File: src/aesmb_consts.svh
// constants for the advanced error status and mask bank
// assumes inclusion by bare name from the bank and its package users
`ifndef AESMB_CONSTS_SVH
`define AESMB_CONSTS_SVH

// register offsets in extended configuration space
`define AESMB_OFS_CAP_ID      12'h100
`define AESMB_OFS_NEXT_VER    12'h102
`define AESMB_OFS_FLAGS       12'h104
`define AESMB_OFS_MASKS       12'h108

// field positions inside the header dword
`define AESMB_NEXT_VER_LSB    16
`define AESMB_VER_W           4
`define AESMB_NEXT_W          12

// fixed read values
`define AESMB_CAP_ID_VAL      16'h0001
`define AESMB_VER_VAL         4'h1
`define AESMB_NEXT_END        12'h000
`define AESMB_NEXT_VC         12'h150

// implemented bit positions
`define AESMB_BIT_UR          20
`define AESMB_BIT_ECRC        19
`define AESMB_BIT_MAL         18
`define AESMB_BIT_OVF         17
`define AESMB_BIT_UNXP        16
`define AESMB_BIT_CA          15
`define AESMB_BIT_CTO         14
`define AESMB_BIT_FC          13
`define AESMB_BIT_PSN         12
`define AESMB_BIT_DLL         4
`define AESMB_IMPL_MASK       32'h001f_f010

// reset values
`define AESMB_FLAGS_RST       32'h0000_0000
`define AESMB_MASKS_RST       32'h0000_0000

// pin synchroniser depth
`define AESMB_SYNC_STAGES     3

`endif

File: src/aesmb_pkg.sv
// types for the advanced error status and mask bank
// assumes aesmb_consts.svh is on the include path
package aesmb_pkg;

    typedef enum logic [1:0] {
        AESMB_SEL_NONE  = 2'b00,
        AESMB_SEL_CAP   = 2'b01,
        AESMB_SEL_FLAGS = 2'b10,
        AESMB_SEL_MASKS = 2'b11
    } aesmb_sel_t;

endpackage

File: src/aesmb_pin_sync.sv
// three-stage synchroniser for an asynchronous pin
// assumes the pin idles high; output follows once stages two and three agree
`timescale 1ns/1ps
`include "aesmb_consts.svh"

module aesmb_pin_sync (
    // clock and reset
    input  wire logic ref_clk_i,
    input  wire logic rst_i,
    // pin and clean level
    input  wire logic pin_i,
    output logic      level_o
);
    logic [`AESMB_SYNC_STAGES-1:0] stage_q;
    logic                          level_q;

    always_ff @(posedge ref_clk_i) begin
        if (rst_i) begin
            stage_q <= {`AESMB_SYNC_STAGES{1'b1}};
            level_q <= 1'b1;
        end else begin
            stage_q <= {stage_q[`AESMB_SYNC_STAGES-2:0], pin_i};
            if (stage_q[1] == stage_q[2]) begin
                level_q <= stage_q[2];
            end
        end
    end

    assign level_o = level_q;
endmodule

File: src/aesmb_bank.sv
// advanced error status and mask register bank of the primary link
// assumes error detectors give one-cycle pulses on ref_clk_i and
// configuration accesses arrive as single-cycle dword strobes
//
// Contract
// capability identifier at 100h is read-only and reads 0001h.
// with virtual channel structure disabled, next pointer reads 000h.
// with virtual channel structure enabled, next pointer reads 150h.
// capability version at 102h reads 1h and is read-only.
// status bits stay set until software writes one; hardware never clears (link, global and power-on reset clear them here).
// unmasked unsupported request sets status bit 20.
// unmasked end-to-end crc error sets status bit 19.
// unmasked malformed packet sets status bit 18.
// unmasked credit overflow by partner sets status bit 17.
// unmasked unmatched completion sets status bit 16.
// unmasked completer abort returned by bridge sets status bit 15.
// unmasked completion time-out sets status bit 14.
// unmasked flow control protocol error sets status bit 13.
// unmasked poisoned packet sets status bit 12.
// unmasked data link protocol error sets status bit 4.
// reserved bits of status and mask read zero, ignore writes.
// masked error sets no status, report, header log or pointer update.
// mask at 108h holds read/write bits 20:12 and 4, default zero.
// status and mask clear on link, global or power-on reset.
// hot reset clears only unmarked state; status and mask bits are kept.
// event and clear in same cycle leave the bit set.
`timescale 1ns/1ps
`include "aesmb_consts.svh"

module aesmb_bank (
    // clock and power-on reset
    input  wire logic        ref_clk_i,
    input  wire logic        rst_i,
    // other reset sources
    input  wire logic        link_reset_i,
    input  wire logic        hot_reset_i,
    input  wire logic        global_reset_pin_n_i,
    // general control input
    input  wire logic        virtual_channel_structure_enable_i,
    // configuration access
    input  wire logic        cfg_rd_i,
    input  wire logic        cfg_wr_i,
    input  wire logic [11:0] cfg_addr_i,
    input  wire logic [3:0]  cfg_be_i,
    input  wire logic [31:0] cfg_wdata_i,
    output logic      [31:0] cfg_rdata_o,
    output logic             cfg_rvalid_o,
    // error detector pulses
    input  wire logic        unsupported_request_flag_i,
    input  wire logic        end_to_end_crc_flag_i,
    input  wire logic        malformed_packet_flag_i,
    input  wire logic        credit_overflow_flag_i,
    input  wire logic        unmatched_completion_flag_i,
    input  wire logic        completer_abort_flag_i,
    input  wire logic        completion_timeout_flag_i,
    input  wire logic        flow_control_protocol_flag_i,
    input  wire logic        poisoned_packet_flag_i,
    input  wire logic        link_protocol_flag_i,
    // state toward reporting logic
    output logic      [31:0] error_flags_o,
    output logic      [31:0] error_suppress_o,
    output logic      [31:0] error_report_o
);
    import aesmb_pkg::*;

    ////////////////////////////////////////////////////////////////////////

    function automatic logic [31:0] lane_bits(input logic [3:0] be);
        lane_bits = {{8{be[3]}}, {8{be[2]}}, {8{be[1]}}, {8{be[0]}}};
    endfunction

    function automatic logic [9:0] dword_of(input logic [11:0] ofs);
        dword_of = ofs[11:2];
    endfunction

    ////////////////////////////////////////////////////////////////////////
    // reset gathering

    logic global_level;
    logic bank_clear;

    aesmb_pin_sync u_global_sync (
        .ref_clk_i (ref_clk_i),
        .rst_i     (rst_i),
        .pin_i     (global_reset_pin_n_i),
        .level_o   (global_level)
    );

    assign bank_clear = rst_i | link_reset_i | !global_level;

    ////////////////////////////////////////////////////////////////////////
    // event word

    logic [31:0] evt_word;

    always_comb begin
        evt_word                      = 32'h0000_0000;
        evt_word[`AESMB_BIT_UR]   = unsupported_request_flag_i;
        evt_word[`AESMB_BIT_ECRC] = end_to_end_crc_flag_i;
        evt_word[`AESMB_BIT_MAL]  = malformed_packet_flag_i;
        evt_word[`AESMB_BIT_OVF]  = credit_overflow_flag_i;
        evt_word[`AESMB_BIT_UNXP] = unmatched_completion_flag_i;
        evt_word[`AESMB_BIT_CA]   = completer_abort_flag_i;
        evt_word[`AESMB_BIT_CTO]  = completion_timeout_flag_i;
        evt_word[`AESMB_BIT_FC]   = flow_control_protocol_flag_i;
        evt_word[`AESMB_BIT_PSN]  = poisoned_packet_flag_i;
        evt_word[`AESMB_BIT_DLL]  = link_protocol_flag_i;
    end

    ////////////////////////////////////////////////////////////////////////
    // address decode

    aesmb_sel_t sel;
    logic [9:0] addr_dw;

    assign addr_dw = dword_of(cfg_addr_i);

    always_comb begin
        if (addr_dw == dword_of(`AESMB_OFS_CAP_ID)) begin
            sel = AESMB_SEL_CAP;
        end else if (addr_dw == dword_of(`AESMB_OFS_FLAGS)) begin
            sel = AESMB_SEL_FLAGS;
        end else if (addr_dw == dword_of(`AESMB_OFS_MASKS)) begin
            sel = AESMB_SEL_MASKS;
        end else begin
            sel = AESMB_SEL_NONE;
        end
    end

    ////////////////////////////////////////////////////////////////////////
    // register next values

    logic [31:0] flags_q;
    logic [31:0] flags_d;
    logic [31:0] masks_q;
    logic [31:0] masks_d;
    logic [31:0] report_q;
    logic [31:0] report_d;
    logic [31:0] clr_vec;
    logic [31:0] set_vec;
    logic [31:0] wr_lanes;

    assign wr_lanes = lane_bits(cfg_be_i) & `AESMB_IMPL_MASK;
    assign clr_vec  = (cfg_wr_i && sel == AESMB_SEL_FLAGS) ?
                      (cfg_wdata_i & wr_lanes) : 32'h0000_0000;
    assign set_vec  = evt_word & ~masks_q & `AESMB_IMPL_MASK;
    assign flags_d  = (flags_q & ~clr_vec) | set_vec;
    assign masks_d  = (cfg_wr_i && sel == AESMB_SEL_MASKS) ?
                      ((masks_q & ~wr_lanes) | (cfg_wdata_i & wr_lanes)) :
                      masks_q;
    assign report_d = set_vec;

    ////////////////////////////////////////////////////////////////////////
    // read data

    logic [31:0] hdr_word;
    logic [11:0] next_ptr;
    logic [31:0] rdata_d;
    logic [31:0] rdata_q;
    logic        rvalid_q;

    assign next_ptr = virtual_channel_structure_enable_i ?
                      `AESMB_NEXT_VC : `AESMB_NEXT_END;
    assign hdr_word = {next_ptr, `AESMB_VER_VAL, `AESMB_CAP_ID_VAL};

    always_comb begin
        case (sel)
            AESMB_SEL_CAP: begin
                rdata_d = hdr_word;
            end
            AESMB_SEL_FLAGS: begin
                rdata_d = flags_q & `AESMB_IMPL_MASK;
            end
            AESMB_SEL_MASKS: begin
                rdata_d = masks_q & `AESMB_IMPL_MASK;
            end
            default: begin
                rdata_d = 32'h0000_0000;
            end
        endcase
    end

    ////////////////////////////////////////////////////////////////////////
    // storage

    always_ff @(posedge ref_clk_i) begin
        if (bank_clear) begin
            flags_q  <= `AESMB_FLAGS_RST;
            masks_q  <= `AESMB_MASKS_RST;
        end else begin
            flags_q  <= flags_d;
            masks_q  <= masks_d;
        end
    end

    always_ff @(posedge ref_clk_i) begin
        if (bank_clear || hot_reset_i) begin
            report_q <= 32'h0000_0000;
        end else begin
            report_q <= report_d;
        end
    end

    always_ff @(posedge ref_clk_i) begin
        if (rst_i) begin
            rdata_q  <= 32'h0000_0000;
            rvalid_q <= 1'b0;
        end else begin
            rvalid_q <= cfg_rd_i;
            if (cfg_rd_i) begin
                rdata_q <= rdata_d;
            end
        end
    end

    assign cfg_rdata_o      = rdata_q;
    assign cfg_rvalid_o     = rvalid_q;
    assign error_flags_o    = flags_q;
    assign error_suppress_o = masks_q;
    assign error_report_o   = report_q;

    ////////////////////////////////////////////////////////////////////////
    // checks

    logic rd_cap;
    assign rd_cap = cfg_rd_i && sel == AESMB_SEL_CAP;

    property p_cap_id;
        @(posedge ref_clk_i) disable iff (rst_i)
        rd_cap |=> cfg_rvalid_o && cfg_rdata_o[15:0] == 16'h0001;
    endproperty
    a_cap_id: assert property (p_cap_id)
        else $error("capability identifier read wrong");

    property p_next_end;
        @(posedge ref_clk_i) disable iff (rst_i)
        rd_cap && !virtual_channel_structure_enable_i |=>
            cfg_rdata_o[31:20] == 12'h000;
    endproperty
    a_next_end: assert property (p_next_end)
        else $error("next pointer not end of list");

    property p_next_vc;
        @(posedge ref_clk_i) disable iff (rst_i)
        rd_cap && virtual_channel_structure_enable_i |=>
            cfg_rdata_o[31:20] == 12'h150;
    endproperty
    a_next_vc: assert property (p_next_vc)
        else $error("next pointer not at vc structure");

    property p_version;
        @(posedge ref_clk_i) disable iff (rst_i)
        rd_cap ##1 cfg_rd_i && sel == AESMB_SEL_CAP |=>
            cfg_rdata_o[19:16] == 4'h1 && $stable(cfg_rdata_o[19:0]);
    endproperty
    a_version: assert property (p_version)
        else $error("capability version wrong or changing");

    property p_sticky;
        @(posedge ref_clk_i) disable iff (bank_clear)
        1'b1 |=> (($past(flags_q) & ~$past(clr_vec) & ~flags_q) == 32'h0);
    endproperty
    a_sticky: assert property (p_sticky)
        else $error("status bit lost without clear");

    property p_ur_sets;
        @(posedge ref_clk_i) disable iff (bank_clear)
        unsupported_request_flag_i && !masks_q[20] |=> flags_q[20];
    endproperty
    a_ur_sets: assert property (p_ur_sets)
        else $error("unsupported request not recorded");

    property p_events_set;
        @(posedge ref_clk_i) disable iff (bank_clear)
        (evt_word & ~masks_q) != 32'h0 |=>
            (($past(evt_word) & ~$past(masks_q) & ~flags_q) == 32'h0);
    endproperty
    a_events_set: assert property (p_events_set)
        else $error("unmasked error not recorded");

    property p_reserved;
        @(posedge ref_clk_i) disable iff (rst_i)
        ((flags_q | masks_q) & 32'hffe0_0fef) == 32'h0;
    endproperty
    a_reserved: assert property (p_reserved)
        else $error("reserved bit set");

    property p_masked;
        @(posedge ref_clk_i) disable iff (bank_clear)
        1'b1 |=> ((flags_q & ~$past(flags_q) & $past(masks_q)) == 32'h0) &&
                 ((error_report_o & $past(masks_q)) == 32'h0);
    endproperty
    a_masked: assert property (p_masked)
        else $error("masked error leaked");

    property p_mask_write;
        @(posedge ref_clk_i) disable iff (bank_clear)
        cfg_wr_i && sel == AESMB_SEL_MASKS && cfg_be_i == 4'hf |=>
            masks_q == ($past(cfg_wdata_i) & 32'h001f_f010);
    endproperty
    a_mask_write: assert property (p_mask_write)
        else $error("mask write not stored");

    property p_clear;
        @(posedge ref_clk_i)
        bank_clear |=> flags_q == 32'h0 && masks_q == 32'h0;
    endproperty
    a_clear: assert property (p_clear)
        else $error("reset left status or mask set");

    property p_set_wins;
        @(posedge ref_clk_i) disable iff (bank_clear)
        (set_vec & clr_vec) != 32'h0 |=>
            (($past(set_vec) & ~flags_q) == 32'h0);
    endproperty
    a_set_wins: assert property (p_set_wins)
        else $error("event lost to same-cycle clear");

    property p_poisoned_sets;
        @(posedge ref_clk_i) disable iff (bank_clear)
        poisoned_packet_flag_i && !masks_q[`AESMB_BIT_PSN] |=> flags_q[`AESMB_BIT_PSN];
    endproperty
    a_poisoned_sets: assert property (p_poisoned_sets)
        else $error("poisoned packet not recorded");

    property p_dll_sets;
        @(posedge ref_clk_i) disable iff (bank_clear)
        link_protocol_flag_i && !masks_q[`AESMB_BIT_DLL] |=> flags_q[`AESMB_BIT_DLL];
    endproperty
    a_dll_sets: assert property (p_dll_sets)
        else $error("link protocol error not recorded");

    property p_reserved_read;
        @(posedge ref_clk_i) disable iff (rst_i)
        cfg_rd_i && sel != AESMB_SEL_CAP |=>
            (cfg_rdata_o & ~`AESMB_IMPL_MASK) == 32'h0;
    endproperty
    a_reserved_read: assert property (p_reserved_read)
        else $error("reserved bit read as one");

    property p_hot_keeps;
        @(posedge ref_clk_i) disable iff (rst_i)
        hot_reset_i && !bank_clear && !cfg_wr_i |=>
            flags_q == ($past(flags_q) | $past(set_vec)) && masks_q == $past(masks_q);
    endproperty
    a_hot_keeps: assert property (p_hot_keeps)
        else $error("hot reset changed status or mask");

    property p_hot_report;
        @(posedge ref_clk_i) disable iff (rst_i)
        hot_reset_i |=> error_report_o == 32'h0;
    endproperty
    a_hot_report: assert property (p_hot_report)
        else $error("report pulse survived hot reset");

endmodule

File: config.mk
export PLATFORM = sky130hd
export DESIGN_NAME = aesmb_bank
export DESIGN_NICKNAME = d
export VERILOG_FILES = /design/src/aesmb_pkg.sv /design/src/aesmb_pin_sync.sv /design/src/aesmb_bank.sv
export VERILOG_INCLUDE_DIRS = /design/src
export SDC_FILE = /design/constraint.sdc
export NUM_CORES = 1
export LEC_CHECK = 0
export CAP_MARGIN = 20
export CORE_ASPECT_RATIO = 1.4
export CORE_MARGIN = 2
export CORE_UTILIZATION = 45
export CTS_CLUSTER_SIZE = 12
export DETAILED_ROUTE_END_ITERATION = 7
export DONT_BUFFER_PORTS = 1
export GPL_ROUTABILITY_DRIVEN = 1
export GPL_TIMING_DRIVEN = 0
export PLACE_DENSITY = 0.65
export SLEW_MARGIN = 20
export SYNTH_ARGS = -nofsm -noshare
export SYNTH_HDL_FRONTEND = slang
export SYNTH_SLANG_ARGS = --single-unit
File: constraint.sdc
create_clock -name ref_clk_i -period 1.8 [get_ports ref_clk_i]
set_input_delay 0.45 -clock ref_clk_i [delete_from_list [all_inputs] [get_ports ref_clk_i]]
set_output_delay 0.45 -clock ref_clk_i [all_outputs]
set_load 0.02 [all_outputs]
After elaboration in Yosys (flattened, before gate mapping). Index checks and enable logic that the tools add are counted.

Output and inout port bits: 129. Input bits: 66. Bits in registers: 133.

Eq/ne operators: 7. Muxes and demuxes: 6. Bitwise operators: 11. Reduce and logical (&&, ||, !) cells: 4.

Operators with widths (number): $pmux W29 S3 (1); $and A32 B32 Y32 (2); $and A32 B21 Y32 (1); $mux W32 (1); $not A21 Y32 (1); $not A32 Y32 (1); $or A32 B21 Y32 (1); $or A32 B32 Y32 (1); $eq A10 B7 Y1 const B (3); $and A21 B21 Y21 (1); $not A21 Y21 (1); $mux W9 (1); $mux W2 (3); $eq A2 B2 Y1 const B (2); $eq A2 B1 Y1 const B (1); $logic_and A1 B1 Y1 (2); $or A1 B1 Y1 (2); $eq A1 B1 Y1 (1); $logic_not A1 Y1 (1); $logic_or A1 B1 Y1 (1).

Depth between registers and ports, before layout. Gate-level depths: netlist (run 1).

Depth in word-level cells: 10. Depth in mapped cells: 5. Depth with buffers taken out: 4.

Hierarchy. A second synthesis (run 1) with hierarchy kept.

Cells, all modules: 290. Area total of the unflattened synthesis: 2494.9 um2.

By module, submodules not included: aesmb_bank (sequential area each 860.8 um2, area an instance 2379.8 um2, cells an instance 280, instances 1); aesmb_pin_sync (sequential area each 80.1 um2, area an instance 115.1 um2, cells an instance 10, instances 1).

Worst setup path before layout (run 1). OpenSTA, ideal clock, no wires.

Path type: in2reg. Start point: input cfg_addr_i[5]. End point: register (tool-made name). Buffers on the path: 0. Setup slack: 0.350 ns. Stages on the path: 4. Arrival: 1.325 ns. Required time: 1.675 ns. Cells stage by stage: nor4_4 nand4_2 nand3_1 o21ai_0.

RTL lines: start: declaration (line aesmb_bank.sv:43) `input wire logic [11:0] cfg_addr_i,`.

==> results of run 1 <==
==> kinds of logic after synthesis <==
group	count (synthesis)	synth area share (%)
buffers and inverters	99	27.8
AND/OR/NAND/NOR	98	22.3
flip-flops	47	37.5
AO/OA/AOI/OAI	46	12.2
other	1	0.150
==> metal layers <==
layer | vias up | part of all wire [%]
met5 | - | 0
met4 | 0 | 2.5
met1 | 826 | 35
li1 | 984 | -
met3 | 12 | 13
met2 | 111 | 49
==> cells in the final DEF (no fill, tap or decap), types with 2 or more instances in the layout <==
master and count:
clkinvlp_4 2, a22oi_1 9, nor2b_1 2, nand3_1 12
or2_2 3, nand4_2 2, nor2_1 14, o21ai_1 2
o32ai_1 9, buf_2 3, buf_4 86, o21ai_0 10
dfxtp_1 47, clkbuf_1 7, a21oi_1 4, nand4_1 2
and2_1 3, nand2_1 23, conb_1 84, inv_1 3
a31oi_1 9, clkbuf_8 5, nand2b_1 32
==> metrics by stage <==
stage	cells	setup slack, ps	cell area (µm²)
CTS	450	329	3000
detailed placement	442	-3.93	2900
floorplan	374	350	2820
finish	450	354	3000
global placement	442	36.7	2900
global route	450	231	3000
==> final cells by class <==
class | count | area share, %
Multi-Input combinational cell | 228 | 39.4
Inverter | 3 | 0.376
Sequential cell | 47 | 31.4
Clock inverter | 3 | 0.793
Clock buffer | 5 | 2.30
Tap cell | 68 | 2.84
Buffer | 96 | 22.9
==> worst paths after layout <==
path,end,slack (ps),startpoint
worst min-delay path,error_flags_o[15],220,cfg_wdata_i[15]
worst max-delay path,cfg_rdata_o[28],350,cfg_rdata_o[26]
worst max register to register,flip-flop,420,u_global_sync.level_o
worst min register to register,u_global_sync.stage_q[1],420,u_global_sync.stage_q[0]
==> power breakdown <==
group	leakage (nW)	switching [W]	internal, W
Clock	0.0408	0.000389	0.000278
Combinational	1.02	0.000246	0.000162
Sequential	0.382	0.0000363	0.00106
Total	1.44	0.000672	0.00150
==> flow_summary.ini, run 1 <==
[clocking]
tritoncts = yes
clkTransAtPathRegs_ps = 100
cts_made_buffers = 5
hold_buffers = 0
ctsRootBufferMaster = clkbuf_8
numClockSinks = 47
cts_buffer_depth = 2
postCtsSetupBuffers = 0
cts.htree.levels = 2
insertion_delay_ps = 310
cts_resized = 0

[cells_and_area]
fin_util_pct = 55.0
num_antenna_cells = 0
fillers = 538
area_delta_synth_final_pct = 19.5
layout-drive-gt1-share_pct = 28.0
final_nets = 447
seq_area_um2 = 941
multi_input_area_mm2 = 0.00118

[place]
gp_congestion = 0.763
place_hpwl_um = 4520
port_buffers = 0

[synthesis]
synth_most_common_cell = buf_4
yosys_warnings = 0
synth_area_leader_cell = dfxtp_1
synth-main-ff-cell = dfxtp_1
synth_area_mm2 = 0.00251
synth-seq-area-share_pct = 37.5
synthTopCellsByCount = 86 x buf_4, 47 x dfxtp_1, 32 x nand2b_1
synth_edf_count = 0
syn_inst = 291
synth_seq_cells = 47
synth_top_area_share_pct = 37.5
synth_area_leaders = dfxtp_1 38%, buf_4 26%, nand2b_1 8.0%, nand2_1 3.4%, o32ai_1 3.1%
avgSynthCellArea_um2 = 8.62
synth-async-reset-ratio_pct = 0
ys_types = 29

[pwr]
ir_drop_mv = 0.323
power_density_mw_per_mm2 = 725
leakage_nw = 1.44
total_power_w = 0.00217

[worst_setup_path]
worstRegToRegCells = 4
crit_fanout = 4
crit_path_cell_trace = buf_4
worstSetupStartpointType = flip-flop
crit_required_ps = 1350
cp_num_buf_inv = 1
crit_family = flip-flops
cp.arrival_ps = 1000
cp_num_cells = 1
slowest_stage = dfxtp_1
slowest_delay_ps = 490
end_kind = primary output
critPathKind = reg2out

[drt]
drt-total-wl_um = 5680
vias_per_cell = 4.30
wl_per_cell_um = 12.6
vias = 1933
antenna_left = 0
drt-pass1-iter-count = 4
drc_errors = 0
first_iter_violations = 66

[flow_run]
drv_cap = 0

[floorplanning]
fp.dieH_um = 92.3
rows = 32
start_util_pct = 46.0
die_area_mm2 = 0.00619
die_w_um = 67.1
core-area_mm2 = 0.00545
io_pins = 195

[global_route]
grt_pass1_wl_um = 8740
top_usage_layer = met2
antenna_found_initial = 0
grt-ovfl-total = 0
globalRouteTotalUtil_pct = 18.7
grt_pass1_vias = 1737
grt_max_degree = 17
use_met3_pct = 6.32
met2_usage_pct = 31.8
grtUsageMet1_pct = 20.5

[sta]
finalSetupTns_ps = 0
setup_violations = 0
rsz0062_at_grt = no
fin_crit_ps = 1450
final.period_utilization_pct = 80.4
max_freq_ghz = 0.691
clock_skew_ps = 9.11
hold_slack_ps = 220
worst_pin_slew_ps = 546
max_slew_margin_pct = 63.6
slew_viol_final = 0
finalHoldViolCount = 0

[status]
status = complete, no violations

[min_path]
hold_path.class = in2reg
whs_path_depth = 1
(Power assumes the default switching activity.)
==> inputs of run 2 (changes only) <==
PLACE_DENSITY = 0.67   (was 0.65)
clock period = 1.2 ns   (was 1.8 ns; I/O delays follow)
==> run 2 against run 1 <==
Compared with the run above: die area unchanged; wire length up 5.1%; largest power group unchanged; global-route usage up 0.096 points; highest routed layer unchanged; critical path type is now reg2reg.
==> flow_summary.ini, run 2 (synthesized netlist as in run 1, its figures left out) <==
[min_path]
hold_path.class = in2reg

[flow_run]
drv_cap = 0

[floorplanning]
die_area_mm2 = 0.00619
io_pins = 195
die_w_um = 67.1
rows = 32
core-area_mm2 = 0.00545
fp.dieH_um = 92.3
start_util_pct = 46.0

[cells_and_area]
multi_input_area_mm2 = 0.00122
area_delta_synth_final_pct = 23.7
final_common_cell = buf_4
seq_area_um2 = 946
final_cells = 454
layout-drive-gt1-share_pct = 31.6
num_antenna_cells = 0
fillers = 539
most-common-layout-cells = 90 x buf_4, 84 x conb_1, 45 x dfxtp_1
final_nets = 451

[global_route]
globalRouteTotalUtil_pct = 18.8
grt_pass1_wl_um = 8700
grt_max_degree = 15
grt-ovfl-total = 0
grt_pass1_vias = 1688
antenna_found_initial = 0

[pwr]
power_density_mw_per_mm2 = 1030
ir_drop_mv = 0.536
leakage_nw = 1.50

[sta]
slew_viol_final = 0
fin_crit_ps = 1190
final.period_utilization_pct = 98.8
clock_skew_ps = 6.79
setup_violations = 0
max_freq_ghz = 0.843
setup_ws_ps = 14.1
rsz0062_at_grt = yes
finalHoldViolCount = 0

[worst_setup_path]
critPathKind = reg2reg
ff2ff_setup_slack_ps = 10
worstSetupStartpointType = flip-flop
crit_required_ps = 1420
crit_fanout = 5
cp.arrival_ps = 1410
end_kind = flip-flop

[drt]
vias_per_cell = 4.40
drt-total-wl_um = 5970
drt-pass1-iter-count = 4
antenna_left = 0
wl_per_cell_um = 13.2
drc_errors = 0
first_iter_violations = 79
vias = 1997

[clocking]
clkTransAtPathRegs_ps = 90
cts_buffer_depth = 2
numClockSinks = 47
hold_buffers = 0
ctsRootBufferMaster = clkbuf_8
cts_made_buffers = 5
cts.htree.levels = 2
insertion_delay_ps = 290
tritoncts = yes

[place]
dpl.cell_count = 442
gp_congestion = 0.766
port_buffers = 0
place_hpwl_um = 4590
pre_cts_ws_ps = -333

[status]
status = complete, no violations
## run 2: cell types whose count changed in the layout (fill, tap and decap cells not counted), sizes merged
cell / previous run / this run
clkinv: 0 / 3
clkinvlp: 2 / 0
clkbuf: 12 / 10
inv: 4 / 3
buf: 89 / 95
## run 2: worst paths after layout
path,startpoint,to,cells after the start
max reg2reg,u_global_sync.level_o,flip-flop,5
min,cfg_wdata_i[13],error_flags_o[13],1
min reg2reg,u_global_sync.stage_q[0],u_global_sync.stage_q[1],1
max,u_global_sync.level_o,flip-flop,5
## run 2: what timing repair did
| item | in CTS | in global routing |
|---|---|---|
| setup buffers | 1 | 4 |
| gates resized for setup | 3 | 20 |
| cloned | 0 | 1 |
| pin swaps | 1 | 1 |
| setup endpoints to repair | 30 | 35 |
## run 2: per-layer routing
metal	up-vias	global-route usage (%)	share of wire, %
li1	995	-	-
met3	2	6.93	12
met4	0	5.10	0.55
met2	119	32.8	52
met5	-	0	0
met1	881	21.0	35
## run 2: area by class of cell
cell class	instances	area share, %
multi-input cells	228	39.2
flip-flops and latches	47	30.5
plain buffers	94	22.7
well taps	68	2.74
clock buffers	5	2.22
repair buffers	6	1.78
clock inverters	3	0.484
inverters	3	0.363
## run 2: critical path: stages (launching register included)
cell	delay, ps
dfxtp_2	340
nor3b_4	340
buf_4	180
buf_6	110
nand2_1	50
o21ai_1	100
## run 2: power breakdown
group / total (W) / switching (W) / internal (W)
Combinational: 0.000646 / 0.000385 / 0.000261
Clock: 0.000912 / 0.000513 / 0.000400
Sequential: 0.00164 / 0.0000542 / 0.00159
Total: 0.00320 / 0.000952 / 0.00225
## run 2: through the flow
stage | hold WS (ps) | total power (W) | setup TNS (ps) | utilization (%) | cell area (µm²)
CTS | 83.6 | 0.00320 | -571 | 55.1 | 3000
global placement | 392 | 0.00228 | -10870 | 53.4 | 2910
floorplan | 389 | 0.00224 | -1000 | - | 2830
finish | 97.3 | 0.00320 | 0 | 56.9 | 3100
detailed placement | 402 | 0.00229 | -11880 | 53.4 | 2910
global route | 76.9 | 0.00335 | -495 | 56.9 | 3100
